<file path="src/hdl/irq_prio_regs.vh">
// Register offsets, field positions and reset values of the interrupt enable/priority block
`ifndef IRQ_PRIO_REGS_VH
`define IRQ_PRIO_REGS_VH

// ***************************************
// Register offsets
// ***************************************
`define BASIC_IRQ_PRIORITY_ADDR 8'hb8
`define EXT_IRQ_ENABLE_ONE_ADDR 8'he6
`define EXT_IRQ_PRIORITY_ONE_ADDR 8'hf6

// ***************************************
// Page restrictions
// ***************************************
`define SFR_PAGE_ZERO 8'h00
`define SFR_PAGE_CONFIG 8'h0f

// ***************************************
// Reset values
// ***************************************
`define BASIC_IRQ_PRIORITY_RST 7'h00
`define EXT_IRQ_ENABLE_ONE_RST 8'h00
`define EXT_IRQ_PRIORITY_ONE_RST 8'h00
`define BASIC_PRIO_UNUSED_READ 1'b1

// ***************************************
// Basic priority fields
// ***************************************
`define EXT_ZERO_IRQ_PRIO_BIT 0
`define TIMER_ZERO_IRQ_PRIO_BIT 1
`define EXT_ONE_IRQ_PRIO_BIT 2
`define TIMER_ONE_IRQ_PRIO_BIT 3
`define UART_IRQ_PRIO_BIT 4
`define TIMER_TWO_IRQ_PRIO_BIT 5
`define SERIAL_PORT_IRQ_PRIO_BIT 6
`define BASIC_PRIO_UNUSED_BIT 7

// ***************************************
// Extended enable and priority fields
// ***************************************
`define TWO_WIRE_IRQ_BIT 0
`define WINDOW_IRQ_BIT 1
`define CONV_DONE_IRQ_BIT 2
`define COUNTER_ARRAY_IRQ_BIT 3
`define CMP_ZERO_IRQ_BIT 4
`define CMP_ONE_IRQ_BIT 5
`define TIMER_THREE_IRQ_BIT 6
`define LIN_IRQ_BIT 7

// ***************************************
// Source numbering
// ***************************************
`define IRQ_SOURCES 15
`define IRQ_NUM_W 4
`define EXT_SOURCE_BASE 7

`endif

</file>
<file path="src/hdl/irq_pick.v">
// Lowest-numbered pending source finder
`timescale 1ns/10ps
`include "irq_prio_regs.vh"

module irq_pick (
    input wire [`IRQ_SOURCES-1:0] req_i,
    output reg found_o,
    output reg [`IRQ_NUM_W-1:0] num_o
);

    integer i;

    // ***************************************
    // Scan from highest number down
    // ***************************************
    always @* begin
        found_o = 1'b0;
        num_o = {`IRQ_NUM_W{1'b0}};
        for (i = `IRQ_SOURCES - 1; i >= 0; i = i - 1) begin
            if (req_i[i]) begin
                found_o = 1'b1;
                num_o = i[`IRQ_NUM_W-1:0];
            end
        end
    end

endmodule // irq_pick

</file>
<file path="src/hdl/irq_enable_priority_regs.v">
// Interrupt enable and priority registers with two-level preemption control
//
// Overview of operation
// - Basic priority at 0xb8, bit-addressable, all pages
// - Basic priority bit 7 reads one, ignores writes
// - Bit 6 sets serial port interrupt priority
// - Bit 5 sets timer two interrupt priority
// - Bit 4 sets UART interrupt priority
// - Bits 3, 1 set timer one, zero priority
// - Bits 2, 0 set external one, zero priority
// - Extended enable at 0xe6, all pages, reset zero
// - Enable bit 7 gates LIN pending flag
// - Enable bit 6 gates timer three overflows
// - Bits 5, 4 gate comparator edge flags
// - Enable bit 3 gates counter array requests
// - Enable bit 2 gates conversion done flag
// - Enable bit 1 gates window compare flag
// - Enable bit 0 gates two-wire unit requests
// - Extended priority at 0xf6, pages 0/0x0f, reset zero
// - Bits 7, 6 set LIN, timer three priority
// - Bits 5, 4 set comparator priorities
// - Bit 3 sets counter array priority
// - Bit 2 sets conversion done priority
// - Bit 1 sets window compare priority
// - Bit 0 sets two-wire unit priority
// - Global enable gates every source on top of its individual mask
`timescale 1ns/10ps
`include "irq_prio_regs.vh"

module irq_enable_priority_regs (
    input wire clk_i,
    input wire nrst_i,
    input wire ce_i,
    input wire [7:0] sfr_addr_i,
    input wire [7:0] sfr_page_i,
    input wire sfr_wr_i,
    input wire sfr_rd_i,
    input wire [7:0] sfr_wdata_i,
    input wire sfr_bit_wr_i,
    input wire [2:0] sfr_bit_sel_i,
    input wire sfr_bit_val_i,
    output reg [7:0] sfr_rdata_o,
    output reg sfr_rvalid_o,
    input wire global_irq_enable_i,
    input wire [6:0] basic_irq_en_i,
    input wire [6:0] basic_pending_i,
    input wire lin_pending_flag_i,
    input wire timer_three_low_overflow_i,
    input wire timer_three_high_overflow_i,
    input wire cmp_one_rise_flag_i,
    input wire cmp_one_fall_flag_i,
    input wire cmp_zero_rise_flag_i,
    input wire cmp_zero_fall_flag_i,
    input wire counter_array_flag_i,
    input wire conv_done_flag_i,
    input wire window_match_flag_i,
    input wire two_wire_flag_i,
    input wire vector_ack_i,
    input wire service_return_i,
    output reg irq_req_o,
    output reg [`IRQ_NUM_W-1:0] irq_num_o,
    output reg irq_high_o,
    output reg high_in_service_o,
    output reg low_in_service_o
);

    // ***************************************
    // Decode helpers
    // ***************************************
    function hit;
        input [7:0] addr;
        input [7:0] target;
        begin
            hit = (addr == target);
        end
    endfunction

    function prio_page_ok;
        input [7:0] page;
        begin
            prio_page_ok = (page == `SFR_PAGE_ZERO) || (page == `SFR_PAGE_CONFIG);
        end
    endfunction

    // Byte write wins over bit write
    function [7:0] merge_write;
        input [7:0] old;
        input byte_wr;
        input bit_wr;
        input [7:0] wdata;
        input [2:0] sel;
        input val;
        reg [7:0] tmp;
        begin
            tmp = old;
            if (byte_wr) begin
                tmp = wdata;
            end else if (bit_wr) begin
                tmp[sel] = val;
            end
            merge_write = tmp;
        end
    endfunction

    function level_free;
        input is_high;
        input high_busy;
        input low_busy;
        begin
            if (is_high) begin
                level_free = !high_busy;
            end else begin
                level_free = !high_busy && !low_busy;
            end
        end
    endfunction

    // ***************************************
    // Register storage
    // ***************************************
    reg [6:0] basic_prio_q;
    reg [6:0] basic_prio_d;
    reg [7:0] ext_en_q;
    reg [7:0] ext_prio_q;
    reg [7:0] ext_en_d;
    reg [7:0] ext_prio_d;
    reg [7:0] rdata_d;
    reg rvalid_d;
    wire en_byte_wr;
    wire en_bit_wr;
    wire ep_byte_wr;
    wire ep_bit_wr;
    wire ip_sel;
    wire en_sel;
    wire ep_sel;
    wire [7:0] basic_prio_read;

    assign ip_sel = hit(sfr_addr_i, `BASIC_IRQ_PRIORITY_ADDR);
    assign en_sel = hit(sfr_addr_i, `EXT_IRQ_ENABLE_ONE_ADDR);
    assign ep_sel = hit(sfr_addr_i, `EXT_IRQ_PRIORITY_ONE_ADDR) && prio_page_ok(sfr_page_i);
    assign basic_prio_read = {`BASIC_PRIO_UNUSED_READ, basic_prio_q};
    assign en_byte_wr = en_sel && sfr_wr_i;
    assign en_bit_wr = en_sel && sfr_bit_wr_i;
    assign ep_byte_wr = ep_sel && sfr_wr_i;
    assign ep_bit_wr = ep_sel && sfr_bit_wr_i;

    // ***************************************
    // Basic priority next value
    // ***************************************
    always @* begin
        basic_prio_d = basic_prio_q;
        if (ip_sel && sfr_wr_i) begin
            basic_prio_d = sfr_wdata_i[6:0];
        end else if (ip_sel && sfr_bit_wr_i &&
                     sfr_bit_sel_i != `BASIC_PRIO_UNUSED_BIT) begin
            basic_prio_d[sfr_bit_sel_i] = sfr_bit_val_i;
        end
    end

    // ***************************************
    // Extended register next values
    // ***************************************
    always @* begin
        ext_en_d = merge_write(ext_en_q, en_byte_wr, en_bit_wr,
                               sfr_wdata_i, sfr_bit_sel_i, sfr_bit_val_i);
        ext_prio_d = merge_write(ext_prio_q, ep_byte_wr, ep_bit_wr,
                                 sfr_wdata_i, sfr_bit_sel_i, sfr_bit_val_i);
    end

    // ***************************************
    // Register writes
    // ***************************************
    always @(posedge clk_i) begin
        if (!nrst_i) begin
            basic_prio_q <= `BASIC_IRQ_PRIORITY_RST;
            ext_en_q <= `EXT_IRQ_ENABLE_ONE_RST;
            ext_prio_q <= `EXT_IRQ_PRIORITY_ONE_RST;
        end else if (ce_i) begin
            basic_prio_q <= basic_prio_d;
            ext_en_q <= ext_en_d;
            ext_prio_q <= ext_prio_d;
        end
    end

    // ***************************************
    // Register reads
    // ***************************************
    always @* begin
        rvalid_d = sfr_rd_i && (ip_sel || en_sel || ep_sel);
        rdata_d = 8'h00;
        if (sfr_rd_i && ip_sel) begin
            rdata_d = basic_prio_read;
        end else if (sfr_rd_i && en_sel) begin
            rdata_d = ext_en_q;
        end else if (sfr_rd_i && ep_sel) begin
            rdata_d = ext_prio_q;
        end
    end

    always @(posedge clk_i) begin
        if (!nrst_i) begin
            sfr_rdata_o <= 8'h00;
            sfr_rvalid_o <= 1'b0;
        end else if (ce_i) begin
            sfr_rdata_o <= rdata_d;
            sfr_rvalid_o <= rvalid_d;
        end
    end

    // ***************************************
    // Source gating
    // ***************************************
    wire [7:0] ext_flags;
    wire [7:0] ext_gated;
    wire [6:0] basic_gated;
    wire [`IRQ_SOURCES-1:0] pending;
    wire [`IRQ_SOURCES-1:0] prio;

    assign ext_flags[`LIN_IRQ_BIT] = lin_pending_flag_i;
    assign ext_flags[`TIMER_THREE_IRQ_BIT] = timer_three_low_overflow_i |
                                             timer_three_high_overflow_i;
    assign ext_flags[`CMP_ONE_IRQ_BIT] = cmp_one_rise_flag_i | cmp_one_fall_flag_i;
    assign ext_flags[`CMP_ZERO_IRQ_BIT] = cmp_zero_rise_flag_i | cmp_zero_fall_flag_i;
    assign ext_flags[`COUNTER_ARRAY_IRQ_BIT] = counter_array_flag_i;
    assign ext_flags[`CONV_DONE_IRQ_BIT] = conv_done_flag_i;
    assign ext_flags[`WINDOW_IRQ_BIT] = window_match_flag_i;
    assign ext_flags[`TWO_WIRE_IRQ_BIT] = two_wire_flag_i;

    genvar g;
    generate
        for (g = 0; g < 8; g = g + 1) begin : ext_gate
            // Each enable bit masks its own source
            assign ext_gated[g] = ext_flags[g] & ext_en_q[g];
        end
        for (g = 0; g < 7; g = g + 1) begin : basic_gate
            assign basic_gated[g] = basic_pending_i[g] & basic_irq_en_i[g];
        end
    endgenerate

    assign pending = {ext_gated, basic_gated} & {`IRQ_SOURCES{global_irq_enable_i}};
    // Basic bits 0..6 and extended bits 7..14 pick their level
    assign prio = {ext_prio_q, basic_prio_q};

    // ***************************************
    // Level selection
    // ***************************************
    wire high_found;
    wire low_found;
    wire [`IRQ_NUM_W-1:0] high_num;
    wire [`IRQ_NUM_W-1:0] low_num;

    irq_pick high_pick (
        .req_i(pending & prio),
        .found_o(high_found),
        .num_o(high_num)
    );

    irq_pick low_pick (
        .req_i(pending & ~prio),
        .found_o(low_found),
        .num_o(low_num)
    );

    // ***************************************
    // Service tracking and request output
    // ***************************************
    reg high_ok;
    reg low_ok;

    always @* begin
        high_ok = high_found && level_free(1'b1, high_in_service_o, low_in_service_o);
        low_ok = low_found && level_free(1'b0, high_in_service_o, low_in_service_o);
    end

    always @(posedge clk_i) begin
        if (!nrst_i) begin
            irq_req_o <= 1'b0;
            irq_num_o <= {`IRQ_NUM_W{1'b0}};
            irq_high_o <= 1'b0;
            high_in_service_o <= 1'b0;
            low_in_service_o <= 1'b0;
        end else if (ce_i) begin
            if (vector_ack_i && irq_req_o) begin
                irq_req_o <= 1'b0;
                if (irq_high_o) begin
                    high_in_service_o <= 1'b1;
                end else begin
                    low_in_service_o <= 1'b1;
                end
            end else begin
                if (service_return_i) begin
                    if (high_in_service_o) begin
                        high_in_service_o <= 1'b0;
                    end else begin
                        low_in_service_o <= 1'b0;
                    end
                end
                irq_req_o <= high_ok || low_ok;
                irq_high_o <= high_ok;
                irq_num_o <= high_ok ? high_num : low_num;
            end
        end
    end

endmodule // irq_enable_priority_regs

</file>
<file path="config.mk">
export PLATFORM = sky130hd
export DESIGN_NAME = irq_enable_priority_regs
export DESIGN_NICKNAME = d
export VERILOG_FILES = /design/src/hdl/irq_pick.v /design/src/hdl/irq_enable_priority_regs.v
export VERILOG_INCLUDE_DIRS = /design/src /design/src/hdl
export SDC_FILE = /design/constraint.sdc
export NUM_CORES = 1
export LEC_CHECK = 0
export CAP_MARGIN = 15
export CORE_MARGIN = 2
export CORE_UTILIZATION = 60
export DETAILED_ROUTE_END_ITERATION = 16
export DONT_BUFFER_PORTS = 1
export PLACE_DENSITY = 0.82
export SLEW_MARGIN = 10
export SYNTH_ARGS = -nofsm -noshare
export SYNTH_HDL_FRONTEND = slang
export SYNTH_SLANG_ARGS = --single-unit
</file>
<file path="constraint.sdc">
create_clock -name clk_i -period 2.1 [get_ports clk_i]
set_input_delay 0.315 -clock clk_i [delete_from_list [all_inputs] [get_ports clk_i]]
set_output_delay 0.315 -clock clk_i [all_outputs]
set_load 0.005 [all_outputs]
</file>
# Word-level counts from Yosys, hierarchy flattened

Index checks and enable logic that the tools add are counted.

Flip-flop bits (word level): 40
Input port bits: 62
Output and inout port bits: 17
Logic and storage cells: 160

Magnitude comparators: 2
Equality and inequality tests: 8
Multiplexer cells: 83
Bitwise gates (word level): 23
Reductions and logical operators: 34

Operators by type and width:

| cell                                                | count |
|---|---|
| 2-to-1 mux 4 bit                                    | 31 |
| 2-to-1 mux 8 bit                                    | 7 |
| bitwise AND 15 bit                                  | 3 |
| 2-to-1 mux 1 bit                                    | 39 |
| equality test 8 bit, second input constant          | 3 |
| logical AND 1 bit                                   | 17 |
| bitwise mux 8 bit                                   | 2 |
| bitwise AND 1 bit                                   | 15 |
| inverter 15 bit                                     | 1 |
| 2-to-1 mux 7 bit                                    | 2 |
| equality test 8 x 4 -> 1 bit, second input constant | 1 |
| zero test 8 bit                                     | 1 |
| AND reduction 2 bit                                 | 4 |
| nonzero test 2 bit                                  | 4 |
| bitwise mux 7 bit                                   | 1 |
| logical OR 1 bit                                    | 4 |
| < comparator 3 x 4 -> 1 bit, second input constant  | 1 |
| != test 2 bit, second input constant                | 2 |
| AND reduction 4 bit                                 | 1 |
| demux 1 bit (select 3 bit)                          | 1 |
| >= comparator 3 x 1 -> 1 bit, second input constant | 1 |
| != test 3 bit, second input constant                | 1 |
| OR 1 bit                                            | 3 |
| AND reduction 3 bit                                 | 1 |
| other kinds (3)                                     | 4 |

# Depth between registers and ports, before layout

Gate-level depths: netlist (run 1).

Depth in word-level cells: 22
Gate-level depth with buffers: 7
Gate-level depth less buffers: 6

# Hierarchy

From an unflattened synthesis (run 1), not the netlist that was laid out.

Cells, all modules: 395
Area total of the unflattened synthesis: 2835.2 µm²

By module, submodules not included:

| module                   | instances | cells an instance | area an instance (µm²) | seq. area each (µm²) |
|---|---|---|---|---|
| irq_enable_priority_regs | 1         | 341               | 2514.9                 | 800.8 |
| irq_pick                 | 2         | 27                | 160.2                  | 0.0 |

# Worst setup path before layout (run 1)

No wires, ideal clock.

Path kind: input -> register
From: input sfr_page_i[5]
To: register ext_prio_q[3]
Setup time: 0.116 ns
Arrival time: 1.644 ns
Data required time: 1.984 ns
Setup slack: 0.340 ns
Stages: 7
Buffers on the path: 1
Cell sequence: or4_1 > nor2_1 > nand3_2 > nor2_4 > buf_4 > o21ai_1 > and3_1

Cells in the longest elaborated chain, start to end: 6
Elaborated cells between the ends (all ways): 9
Classes of those cells: eq/ne: 1; mux: 1; reduce/logical: 7

Ends and longest elaborated chain:

| item                                                                                    | RTL line                                                       | RTL |
|---|---|---|
| start: declaration                                                                      | irq_enable_priority_regs.v:35                                  | `input wire [7:0] sfr_page_i,` |
| equality test 8 x 4 -> 1 bit (no source line) / zero test 8 bit (equally long branches) | --                                                             |  |
| logical OR 1 bit *                                                                      | irq_enable_priority_regs.v:81                                  | `` prio_page_ok = (page == `SFR_PAGE_ZERO) \|\| (page == `SFR_PAGE_CONFIG); `` |
| logical AND 1 bit *                                                                     | irq_enable_priority_regs.v:140                                 | `` assign ep_sel = hit(sfr_addr_i, `EXT_IRQ_PRIORITY_ONE_ADDR) && prio_page_ok(sfr_page_i); `` |
| logical AND 1 bit (on tied branches)                                                    | irq_enable_priority_regs.v:144, irq_enable_priority_regs.v:145 |  |
| nonzero test 2 bit (no source line)                                                     | --                                                             |  |
| AND reduction 2 bit (no source line)                                                    | --                                                             |  |
| end signal: assignment                                                                  | irq_enable_priority_regs.v:177                                 | `` ext_prio_q <= `EXT_IRQ_PRIORITY_ONE_RST; `` |
| end signal: assignment                                                                  | irq_enable_priority_regs.v:181                                 | `ext_prio_q <= ext_prio_d;` |
| end: declaration                                                                        | irq_enable_priority_regs.v:124                                 | `reg [7:0] ext_prio_q;` |

Every way passes the cells marked *; elsewhere a longest branch is shown, timed or not.
A chain may end at the register's enable or synchronous reset.

# Final worst setup path (run 1)

From: register ext_prio_q[3]
To: register irq_req_o

Cells in the longest elaborated chain, start to end: 16
Elaborated cells between the ends (all ways): 29
Classes of those cells: mux: 23; bitwise: 3; reduce/logical: 3

Ends and longest elaborated chain:

| item                           | RTL line                       | RTL |
|---|---|---|
| inverter 15 bit                | irq_enable_priority_regs.v:259 | `.req_i(pending & ~prio),` |
| bitwise AND 15 bit             | irq_enable_priority_regs.v:259 |  |
| 2-to-1 mux 1 bit (11 in a row) | irq_pick.v:20                  | `if (req_i[i]) begin` |
| logical AND 1 bit              | irq_enable_priority_regs.v:272 | `low_ok = low_found && level_free(1'b0, high_in_service_o, low_in_service_o);` |
| logical OR 1 bit *             | irq_enable_priority_regs.v:298 | `irq_req_o <= high_ok \|\| low_ok;` |
| 2-to-1 mux 1 bit *             | irq_enable_priority_regs.v:283 | `if (vector_ack_i && irq_req_o) begin` |
| end signal: assignment         | irq_enable_priority_regs.v:298 |  |
| end: declaration               | irq_enable_priority_regs.v:60  | `output reg irq_req_o,` |

Marked as above.

==> results of run 1 <==
-- cells by family after synthesis --
logic type,after synthesis,share of synthesized area (%)
flops,40,27.6
compound gates,119,28.4
buf+inv,32,4.88
simple gates,177,35.0
mux,12,4.14
-- report_power, final --
part / switching, mW / total [mW] / internal [mW] / leakage, nW
Clock: 0.293 / 0.644 / 0.352 / 0.0541
Sequential: 0.0134 / 0.787 / 0.774 / 0.325
Combinational: 0.0696 / 0.116 / 0.0467 / 0.878
Total: 0.376 / 1.55 / 1.17 / 1.26
-- final cells by class --
cell class | count | area share (%)
clock inverter | 3 | 1.40
timing repair buffer | 9 | 2.22
sequential | 40 | 26.3
clock buffer | 5 | 2.26
multi-input combinational | 308 | 64.4
inverter | 9 | 1.11
tap | 54 | 2.22
-- per-layer routing --
metal,part of all wire [%],vias up
met5,0,-
met4,3.2,0
met3,8.3,21
met2,47,134
met1,41,1451
li1,-,1441
-- flip-flops by register name, summed over array words and instances, names as in the netlist --
register,count
basic_prio_q,7
ext_en_q,8
ext_prio_q,8
high_in_service_o,1
irq_high_o,1
irq_num_o,4
irq_req_o,1
low_in_service_o,1
sfr_rdata_o,8
sfr_rvalid_o,1
-- metrics by stage --
stage               worst slack (ns)  cell area (um2)  total power, mW
floorplan                      0.340             2900            0.916
global placement               0.246             2930            0.915
detailed placement             0.185             2930            0.919
CTS                            0.254             3040             1.56
global route                  0.0626             3040             1.60
finish                         0.241             3040             1.55
-- critical path, delay by kind of cell, from the launching register on --
kind | cells | cell delay (ns)
AOI/OAI and AO/OA | 3 | 0.67
and+or+nand+nor | 2 | 0.68
DFF | 1 | 0.40
-- cell usage in the layout (no fill, tap or decap), types with 2 or more instances in the layout --
cell        n
or3b_2      3
a31oi_1     4
a21bo_2     3
nand2_1    41
and2_1      7
a221oi_1    3
a22oi_1     3
a21oi_2     2
o21ai_1     4
mux2i_1    12
nand4_1    19
o211ai_1    5
nor3b_1     5
nor4_2      2
dfxtp_1    40
a21o_1      6
nor2_4      2
o221ai_1    2
a222oi_1    4
nor3_1     13
o2111ai_1   3
a21oi_1    27
nor2b_1     3
inv_1       8
nand3b_1    6
nor2_1     33
a211oi_1   14
and4b_1     3
o211a_1     2
nand3_1     7
clkbuf_8    5
buf_4       9
or4_1       2
nand2b_1    6
nand4b_1    9
and3_1      6
o21ai_0    21
a311oi_1    3
o21a_1      5
-- final timing paths --
check | cells past startpoint | to
worst max-delay path | 5 | irq_req_o$_SDFFE_PN0P_
worst min-delay path | 1 | sfr_rvalid_o$_SDFFE_PN0P_
worst max register to register | 5 | irq_req_o$_SDFFE_PN0P_
worst min register to register | 2 | sfr_rdata_o[1]$_SDFFE_PN0P_
-- cells in the mapped netlist, types with 5 or more instances --
master    count
nand2_1      41
dfxtp_1      40
nor2_1       33
a21oi_1      27
o21ai_0      21
nand4_1      19
a211oi_1     14
clkbuf_1     13
nor3_1       13
mux2i_1      12
nand4b_1      9
buf_2         8
inv_1         8
and2_1        7
nand3_1       7
a21o_1        6
and3_1        6
nand2b_1      6
nand3b_1      6
nor3b_1       5
o211ai_1      5
o21a_1        5
==> impl_metrics.csv, run 1 <==
group,metric,value,unit
grt,grt_pass1_wl,13.4,mm
yosys,yosysTopAreaCell,"dfxtp_1",
cts,cts_setup_buffers,0,
yosys,synth_edf_count,0,
grt,met2_usage,53.0,%
sta,hold_violations,0,
cts,hold_buffers,0,
sta,fmax,538,MHz
route,routed-via-count,3047,
min_path,min_from,"ce_i",
yosys,async_flop_share,0,%
route,vias_per_cell,7.12,
sta,fin_crit_sh,88.5,%
worst_setup_path,critPathMaxStageDelay,0.45,ns
grt,use_met1,40.0,%
sta,drv_slew,0,
sta,finalSetupTns,0,ns
sta,min_period,1.86,ns
cts,htreeDepth,2,
grt,grt_usage,32.5,%
placed_design,dp_hpwl,6.37,mm
sta,tightest_slew,0.496,ns
job,maxCapViolations,0,
yosys,synth_area,2900,um2
route,drt-initial-drc-count,291,
grt,grt_pass1_vias,2799,
floorplan,initial_core_util,61.8,%
layout,fill_cells,446,
floorplan,core-area,4690,um2
sta,relSlewSlack,66.7,%
yosys,syn_inst,380,
placed_design,gp_congestion,0.884,
min_path,min_path_type,"input port to flop",
layout,post-route-util,64.8,%
power,leakagePower,1.26,nW
yosys,syn_area_per_cell,7.63,um2
yosys,synth_top_flop_cell,"dfxtp_1",
placed_design,port_buffers,0,
sta,holdWs,0.0987,ns
layout,multi_input_area,1960,um2
route,firstDrtPassIters,5,
worst_setup_path,cp.arrival,2.05,ns
placed_design,dpl.cell_count,420,
route,routed_wl,8.55,mm
yosys,synth_cell_types,60,
layout,fin_nets,435,
cts,cts_buffer_depth,2,
worst_setup_path,crit_slowest_cell,"nor3b_1",
floorplan,dieArea,5410,um2
yosys,synth_nets,442,
route,detail-route-antenna-nets,0,
layout,syn_to_final_growth,4.79,%
yosys,synth_seq_cells,40,
yosys,yosysWarnings,0,
worst_setup_path,endpoint_kind,"flop",
floorplan,rows,25,
power,power-per-cell-area,509,nW/um2
yosys,synth_area_leaders,"dfxtp_1 28%, nand2_1 5.3%, a21oi_1 4.7%",
yosys,yosysTopAreaCellShare,27.6,%
floorplan,io_pins,79,
grt,use_met3,8.37,%
floorplan,fp.dieH,73.5,um
grt,grt_antenna_before_repair,0,
power,ir_drop,0.000292,V
layout,ff_latch_area,801,um2
sta,finalSetupViolations,0,
worst_setup_path,crit_type,"flop to flop",
layout,drive_above_1_share,9.89,%
sta,skew,0.00704,ns
layout,layout.cells.non_filler,428,
run_status,outcome,"finished clean",
route,drc_errors,0,
route,wl_per_cell,20.0,um
cts,clock_latency,0.30,ns
cts,root_buffer,"clkbuf_8",
cts,cts_tree,"done",
worst_setup_path,startpoint,"ext_prio_q[3]$_SDFFE_PN0P_",
grt,grt_start_max_net_pins,34,
worst_setup_path,r2r_start,"ext_prio_q[3]$_SDFFE_PN0P_",
worst_setup_path,start_kind,"flop",
grt,grt_most_used_layer,"met2",
floorplan,chipWidth,73.5,um
layout,n_antenna_cell,0,
worst_setup_path,cp_cell_sequence,"and4b_1, a21oi_1, nor3b_1, a2111oi_0, o31a_1",
worst_setup_path,crit_fanout,4,
grt,grt_overflow,0,
worst_setup_path,ff2ff_setup_slack,0.24,ns
cts,cts_sinks,40,
worst_setup_path,cp.required,2.29,ns
cts,path_clk_slew,0.08,ns
cts,numCtsBuffers,5,
yosys,ys_seq_area_share,27.6,%
cts,cts_resized,0,
sta,rsz0062_at_grt,"false",
(Power assumes the default switching activity.)
==> run 2, diff against run 1 <==
--- a/config.mk
+++ b/config.mk
@@ -8,11 +8,12 @@
 export LEC_CHECK = 0
 export CAP_MARGIN = 15
 export CORE_MARGIN = 2
-export CORE_UTILIZATION = 60
+export CORE_UTILIZATION = 35
 export DETAILED_ROUTE_END_ITERATION = 16
 export DONT_BUFFER_PORTS = 1
-export PLACE_DENSITY = 0.82
+export PLACE_DENSITY = 0.55
 export SLEW_MARGIN = 10
 export SYNTH_ARGS = -nofsm -noshare
 export SYNTH_HDL_FRONTEND = slang
+export SYNTH_HIERARCHICAL = 1
 export SYNTH_SLANG_ARGS = --single-unit
==> constraint.sdc (replaced) <==
create_clock -name clk_i -period 2.1 [get_ports clk_i]
set_input_delay 0.105 -clock clk_i [delete_from_list [all_inputs] [get_ports clk_i]]
set_output_delay 0.105 -clock clk_i [all_outputs]
set_load 0.005 [all_outputs]
==> impl_metrics.csv, run 2 <==
group,metric,value,unit
yosys,yosysWarnings,6,
yosys,yosysTopAreaCell,"dfxtp_1",
floorplan,initial_core_util,36.3,%
floorplan,rows,32,
worst_setup_path,endpoint_kind,"flop",
cts,cts_buffer_depth,2,
sta,fin_crit_sh,89.4,%
worst_setup_path,critPathMaxStageDelay,0.39,ns
yosys,synth_cell_types,49,
min_path,min_to,"ext_en_q[3]$_SDFFE_PN0P_",
placed_design,dp_hpwl,7.06,mm
layout,fin_nets,454,
yosys,async_flop_share,0,%
cts,cts_setup_buffers,0,
cts,clock_latency,0.30,ns
worst_setup_path,critPathTopFamily,"simple AND/OR/NAND/NOR gates",
route,detail-route-antenna-nets,0,
layout,post-route-util,40.0,%
power,ir_drop,0.000264,V
yosys,synthAdderAreaFrac,0,%
worst_setup_path,cp_num_buf_inv,0,
worst_setup_path,cp.arrival,2.08,ns
sta,tightest_slew,0.937,ns
grt,grt_overflow,0,
worst_setup_path,start_kind,"flop",
layout,drive_above_1_share,13.2,%
worst_setup_path,crit_fanout,5,
job,maxCapViolations,0,
sta,fmax,533,MHz
worst_setup_path,r2r_start,"ext_en_q[5]$_SDFFE_PN0P_",
layout,layout_common_cells,"58 x nor2_1, 42 x nand2_1, 39 x dfxtp_1, 31 x a21oi_1, 23 x o21ai_0",
yosys,synth_top_flop_cell,"dfxtp_1",
cts,cts_tree,"done",
route,drt-initial-drc-count,262,
yosys,synth-simple-area-share,31.1,%
worst_setup_path,rr_endpoint,"irq_num_o[1]$_SDFFE_PN0P_",
worst_setup_path,cp.required,2.30,ns
route,routed-via-count,2945,
worst_setup_path,reg2reg_depth,9,
yosys,yosysMostFrequentCell,"nor2_1",
sta,skew,0.00814,ns
floorplan,dieArea,8840,um2
yosys,synth_seq_cells,40,
cts,htreeDepth,2,
yosys,syn_inst,395,
sta,relSlewSlack,37.2,%
grt,grt_usage,21.7,%
grt,grt_pass1_wl,14.7,mm
run_status,outcome,"finished clean",
yosys,synth_area,2840,um2
layout,n_antenna_cell,0,
route,routed_wl,9.47,mm
floorplan,io_pins,79,
floorplan,chipWidth,94.0,um
yosys,synth_edf_count,0,
yosys,ys_seq_area_share,28.2,%
route,drc_errors,0,
yosys,synth_nets,457,
cts,root_buffer,"clkbuf_8",
sta,min_period,1.88,ns
yosys,yosysTopAreaCellShare,28.2,%
floorplan,fp.dieH,94.0,um
yosys,syn_area_per_cell,7.18,um2
route,firstDrtPassIters,5,
yosys,synthMuxAreaShare,5.21,%
sta,finalSetupTns,0,ns
grt,grt_antenna_before_repair,0,
yosys,synth_xor_area_share,0,%
sta,finalSetupViolations,0,
layout,largestRegisters,"ext_en_q (8), ext_prio_q (8), sfr_rdata_o (8)",
cts,numCtsBuffers,5,
yosys,synth-compound-area-share,29.6,%
sta,hold_violations,0,
min_path,min_path_type,"input port to flop",
worst_setup_path,crit_slowest_cell,"dfxtp_1",
layout,final_common_cell,"nor2_1",
sta,drv_slew,0,
grt,grt_pass1_vias,2783,
worst_setup_path,ff2ff_setup_slack,0.22,ns
grt,grt_start_max_net_pins,41,
power,power-per-cell-area,481,nW/um2
cts,cts_sinks,40,
placed_design,port_buffers,0,
min_path,min_from,"sfr_wdata_i[3]",
route,wl_per_cell,19.1,um
yosys,synth_top_family_by_area,"simple AND/OR/NAND/NOR gates",
yosys,synth_common_cells,"63 x nor2_1, 42 x nand2_1, 40 x dfxtp_1",
worst_setup_path,crit_type,"flop to flop",
worst_setup_path,cp_cell_sequence,"o211ai_1, nor2_2, nor2_1, and3b_2, nand3_2, nor2b_4, mux2i_1, nand2_1, o211a_1",
layout,syn_to_final_growth,10.1,%
yosys,synth_area_leaders,"dfxtp_1 28%, nor2_1 8.3%, nand2_1 5.6%",
cts,path_clk_slew,0.08,ns
sta,rsz0062_at_grt,"false",
placed_design,gp_congestion,0.827,
power,leakagePower,1.12,nW
route,vias_per_cell,5.95,
floorplan,core-area,7810,um2
min_path,min_path_cells,2,
run 2: cell types whose count changed after synthesis, moves of 9 or more:
cell,change
nand4_1,-17
a211oi_1,-14
nor2_1,+30
nor3_1,-10
nand3_1,+15
nor4_1,+9
inv_1,+14
run 2: timing repair:
action | 4_1_cts | 5_1_grt
endpoints found under the setup margin | 0 | 4
gates resized for setup | 0 | 13
hold endpoints to repair | 40 | 0
hold buffers | 2 | 0
run 2: cells by family (layout without fill, tap and decap cells):
group                  after synthesis  after routing
AND/OR/NAND/NOR                    181            181
AO/OA/AOI/OAI                      116            116
multiplexers                        14             14
flip-flops                          40             40
buffers and inverters               44             42
run 2: layer usage:
layer  global-route usage, %  wire length, um  share of wire [%]  vias up
met4                    7.85              244                2.6        0
met5                       0                0                  0        -
met2                    33.4             4280                 45      106
li1                        -                -                  -     1444
met1                    28.9             4280                 45     1379
met3                    5.86              664                7.0       16
run 2: final cells by class:
class / count / area [um2]
Clock buffer: 8 / 90.1
Sequential cell: 40 / 802
Fill cell: 856 / 4690
Inverter: 22 / 82.6
Timing Repair Buffer: 12 / 105
Tap cell: 102 / 128
Multi-Input combinational cell: 311 / 1910
run 2: how the worst max path moves through the flow:
stage                             startpoint                    endpoint  slack (ns)  cells after the start
finish              ext_en_q[5]$_SDFFE_PN0P_   irq_num_o[1]$_SDFFE_PN0P_        0.22                      9
global route        ext_en_q[4]$_SDFFE_PN0P_   irq_num_o[2]$_SDFFE_PN0P_        0.04                      9
CTS                 ext_en_q[5]$_SDFFE_PN0P_   irq_num_o[1]$_SDFFE_PN0P_        0.14                     10
detailed placement             sfr_page_i[5]  ext_prio_q[5]$_SDFFE_PN0P_        0.12                      5
global placement               sfr_page_i[5]  ext_prio_q[5]$_SDFFE_PN0P_        0.13                      5
floorplan                      sfr_page_i[5]  ext_prio_q[4]$_SDFFE_PN0P_        0.24                      5
run 2: report_power, final:
part	leakage, nW	switching [mW]	internal, mW
Clock	0.0455	0.287	0.269
Combinational	0.747	0.0875	0.0676
Sequential	0.325	0.0142	0.774
run 2: per-stage QoR:
step | hold slack, ns | setup slack [ns] | std cells | instance area, um2 | total power, mW
CTS | 0.0180 | 0.138 | 496 | 3080 | 1.51
global placement | 0.235 | 0.134 | 486 | 2960 | 0.941
global route | 0.0282 | 0.0400 | 495 | 3120 | 1.56
detailed placement | 0.237 | 0.118 | 486 | 2960 | 0.943
floorplan | 0.276 | 0.245 | 395 | 2840 | 0.940
finish | 0.0218 | 0.222 | 495 | 3120 | 1.50
==> run 3, diff against run 2 <==
--- a/config.mk
+++ b/config.mk
@@ -6,6 +6,7 @@
 export SDC_FILE = /design/constraint.sdc
 export NUM_CORES = 1
 export LEC_CHECK = 0
+export ABC_AREA = 1
 export CAP_MARGIN = 15
 export CORE_MARGIN = 2
 export CORE_UTILIZATION = 35
==> impl_metrics.csv, run 3 <==
group,metric,value,unit
worst_setup_path,cp.arrival,2.18,ns
worst_setup_path,reg2reg_depth,20,
layout,layout.cells.non_filler,760,
layout,syn_to_final_growth,8.46,%
yosys,yosysWarnings,6,
layout,layout_common_cells,"178 x nand2_1, 127 x nor2_1, 80 x inv_1, 38 x dfxtp_1, 37 x nand3_1",
grt,grt_usage,21.2,%
route,wl_per_cell,14.1,um
worst_setup_path,startpoint,"ext_en_q[5]$_SDFFE_PN0P_",
yosys,synth_common_cells,"178 x nand2_1, 128 x nor2_1, 80 x inv_1",
yosys,syn_area_per_cell,5.48,um2
power,ir_drop,0.000247,V
layout,largestRegisters,"ext_en_q (8), ext_prio_q (8), sfr_rdata_o (8)",
floorplan,io_pins,79,
floorplan,dieArea,10600,um2
sta,rsz0062_at_grt,"true",
worst_setup_path,cp.required,2.31,ns
route,routed_wl,10.7,mm
cts,cts_buffer_depth,2,
sta,min_period,1.97,ns
yosys,synth_area,3430,um2
power,switchingPower,0.451,mW
sta,fin_crit_sh,93.9,%
layout,ff_latch_area,803,um2
sta,relSlewSlack,58.9,%
yosys,async_flop_share,0,%
route,routed-via-count,3799,
yosys,ys_seq_area_share,23.3,%
worst_setup_path,crit_slowest_cell,"dfxtp_2",
floorplan,chipWidth,103,um
floorplan,core-area,9640,um2
route,firstDrtPassIters,5,
placed_design,gp_congestion,0.984,
grt,use_met1,26.9,%
placed_design,dp_slack,0.0964,ns
grt,grt_start_max_net_pins,31,
power,pwr-share-clk,41.2,%
sta,finalSetupTns,0,ns
power,pwr-share-comb,11.5,%
worst_setup_path,crit_fanout,4,
yosys,yosysTopAreaCell,"dfxtp_1",
layout,fill_cells,1088,
route,vias_per_cell,5.00,
yosys,synth_seq_cells,40,
worst_setup_path,cp_cell_sequence,"inv_1, nor4_2, buf_4, inv_1, nand2_1, nand2_1, nand2_1, nand2_1, nand2_1, nand2_1, nand2_1, nand2_1, nand2_1, nand2_1, nand2_1, a21oi_2, nand2_1, nand3_1, o211ai_1, inv_1",
worst_setup_path,start_kind,"flop",
grt,grt_overflow,0,
yosys,yosysTopAreaCellShare,23.3,%
yosys,synth_cell_types,33,
cts,path_clk_slew,0.09,ns
layout,fin_nets,688,
placed_design,port_buffers,0,
sta,fmax,507,MHz
run_status,outcome,"finished clean",
floorplan,fp.dieH,103,um
sta,skew,0.00491,ns
floorplan,rows,36,
yosys,syn_inst,626,
route,detail-route-antenna-nets,0,
yosys,synth_nets,688,
grt,grt_antenna_before_repair,0,
route,drt-initial-drc-count,240,
layout,final_common_cell,"nand2_1",
sta,fin_ws,0.127,ns
cts,root_buffer,"clkbuf_8",
power,power-per-cell-area,441,nW/um2
worst_setup_path,critPathMaxStageDelay,0.34,ns
route,drc_errors,0,
worst_setup_path,crit_type,"flop to flop",
worst_setup_path,endpoint,"irq_num_o[0]$_SDFFE_PN0P_",
yosys,synth_area_leaders,"dfxtp_1 23%, nand2_1 19%, nor2_1 14%",
placed_design,dp_hpwl,8.49,mm
grt,grt_pass1_vias,3580,
worst_setup_path,rr_endpoint,"irq_num_o[0]$_SDFFE_PN0P_",
power,power.internal,1.19,mW
sta,holdWs,0.0205,ns
grt,use_met3,4.41,%
floorplan,initial_core_util,35.6,%
cts,htreeDepth,2,
cts,clock_latency,0.31,ns
placed_design,dpl.cell_count,749,
worst_setup_path,cp_common_cell,"nand2_1",
layout,n_antenna_cell,0,
cts,cts_setup_buffers,0,
sta,hold_violations,0,
cts,cts_sinks,40,
placed_design,placed_area,3540,um2
worst_setup_path,endpoint_kind,"flop",
yosys,synth_top_flop_cell,"dfxtp_1",
worst_setup_path,ff2ff_setup_slack,0.13,ns
yosys,yosysMostFrequentCell,"nand2_1",
sta,finalSetupViolations,0,
power,seq_power_share,47.3,%
job,maxCapViolations,0,
layout,multi_input_area,2190,um2
sta,tightest_slew,0.614,ns
layout,postLayoutCellArea,3720,um2
grt,met2_usage,35.6,%
cts,cts_tree,"done",
cts,numCtsBuffers,5,
power,switching_share,27.5,%
min_path,min_path_type,"input port to flop",
sta,drv_slew,0,
power,leakagePower,1.74,nW
min_path,min_from,"ce_i",
yosys,synth_edf_count,0,
worst_setup_path,r2r_start,"ext_en_q[5]$_SDFFE_PN0P_",
grt,grt_pass1_wl,17.3,mm
layout,drive_above_1_share,9.41,%
grt,grt_most_used_layer,"met2",
[run 3: cell types whose count changed in the layout (fill, tap and decap cells not counted), sizes merged, moves of 8 or more]
cell / previous run / this run
nand2: 42 / 183
o21ai: 23 / 33
o221a: 9 / 0
nor3: 3 / 16
nor2: 63 / 135
mux2i: 8 / 0
nand3: 22 / 37
nand4: 2 / 13
inv: 22 / 94
[run 3: timing repair]
action | 4_1_cts | 5_1_grt
hold buffers | 3 | 0
endpoints found under the setup margin | 0 | 4
endpoints found under the hold margin | 31 | 0
resized for setup | 0 | 6
[run 3: power groups by stage]
stage / registers [mW] / clock network [mW] / logic (mW)
after floorplan: 0.792 / 0 / 0.157
after global placement: 0.794 / 0 / 0.166
after detailed placement: 0.794 / 0 / 0.169
after CTS: 0.776 / 0.695 / 0.187
after global routing: 0.778 / 0.732 / 0.215
final: 0.776 / 0.676 / 0.188
[run 3: through the flow]
stage / power (mW) / utilization [%]
after global routing: 1.73 / 38.6
final: 1.64 / 38.6
after CTS: 1.66 / 38.4
after detailed placement: 0.963 / 36.7
after global placement: 0.960 / 36.7
after floorplan: 0.949 / -
[run 3: cell type report]
class                   instances  area share (%)
multi-input cells             474            58.8
flip-flops and latches         40            21.6
inverters                      95            9.58
well taps                     133            4.47
repair buffers                 10            2.49
clock buffers                   5            1.85
clock inverters                 3            1.24
[run 3: per-layer routing]
metal / wire [um] / vias up
met2: 4910 / 122
met4: 312 / 0
met1: 4670 / 1686
met5: 0 / -
met3: 790 / 19
li1: - / 1972
[run 3: cell families after synthesis]
logic type             after synthesis  share of synthesized area, %
AOI/OAI and AO/OA                   79                          13.7
DFF                                 40                          23.3
and+or+nand+nor                    395                          49.5
buffers and inverters              112                          13.5
[run 3: worst min path at each step]
stage	end	slack, ns	depth (start not counted)
global route	sfr_rdata_o[7]$_SDFFE_PN0P_	0.02	2
detailed placement	high_in_service_o$_SDFFE_PN0P_	0.23	1
finish	sfr_rdata_o[7]$_SDFFE_PN0P_	0.02	2
CTS	sfr_rdata_o[7]$_SDFFE_PN0P_	0.02	2
global placement	high_in_service_o$_SDFFE_PN0P_	0.23	1
floorplan	high_in_service_o$_SDFFE_PN0P_	0.22	1
[run 3: critical path, delay by kind of cell (launching register included)]
family	cells	cell delay, ns
AOI/OAI and AO/OA	2	0.16
buffers and inverters	4	0.35
DFF	1	0.34
and+or+nand+nor	14	1.04
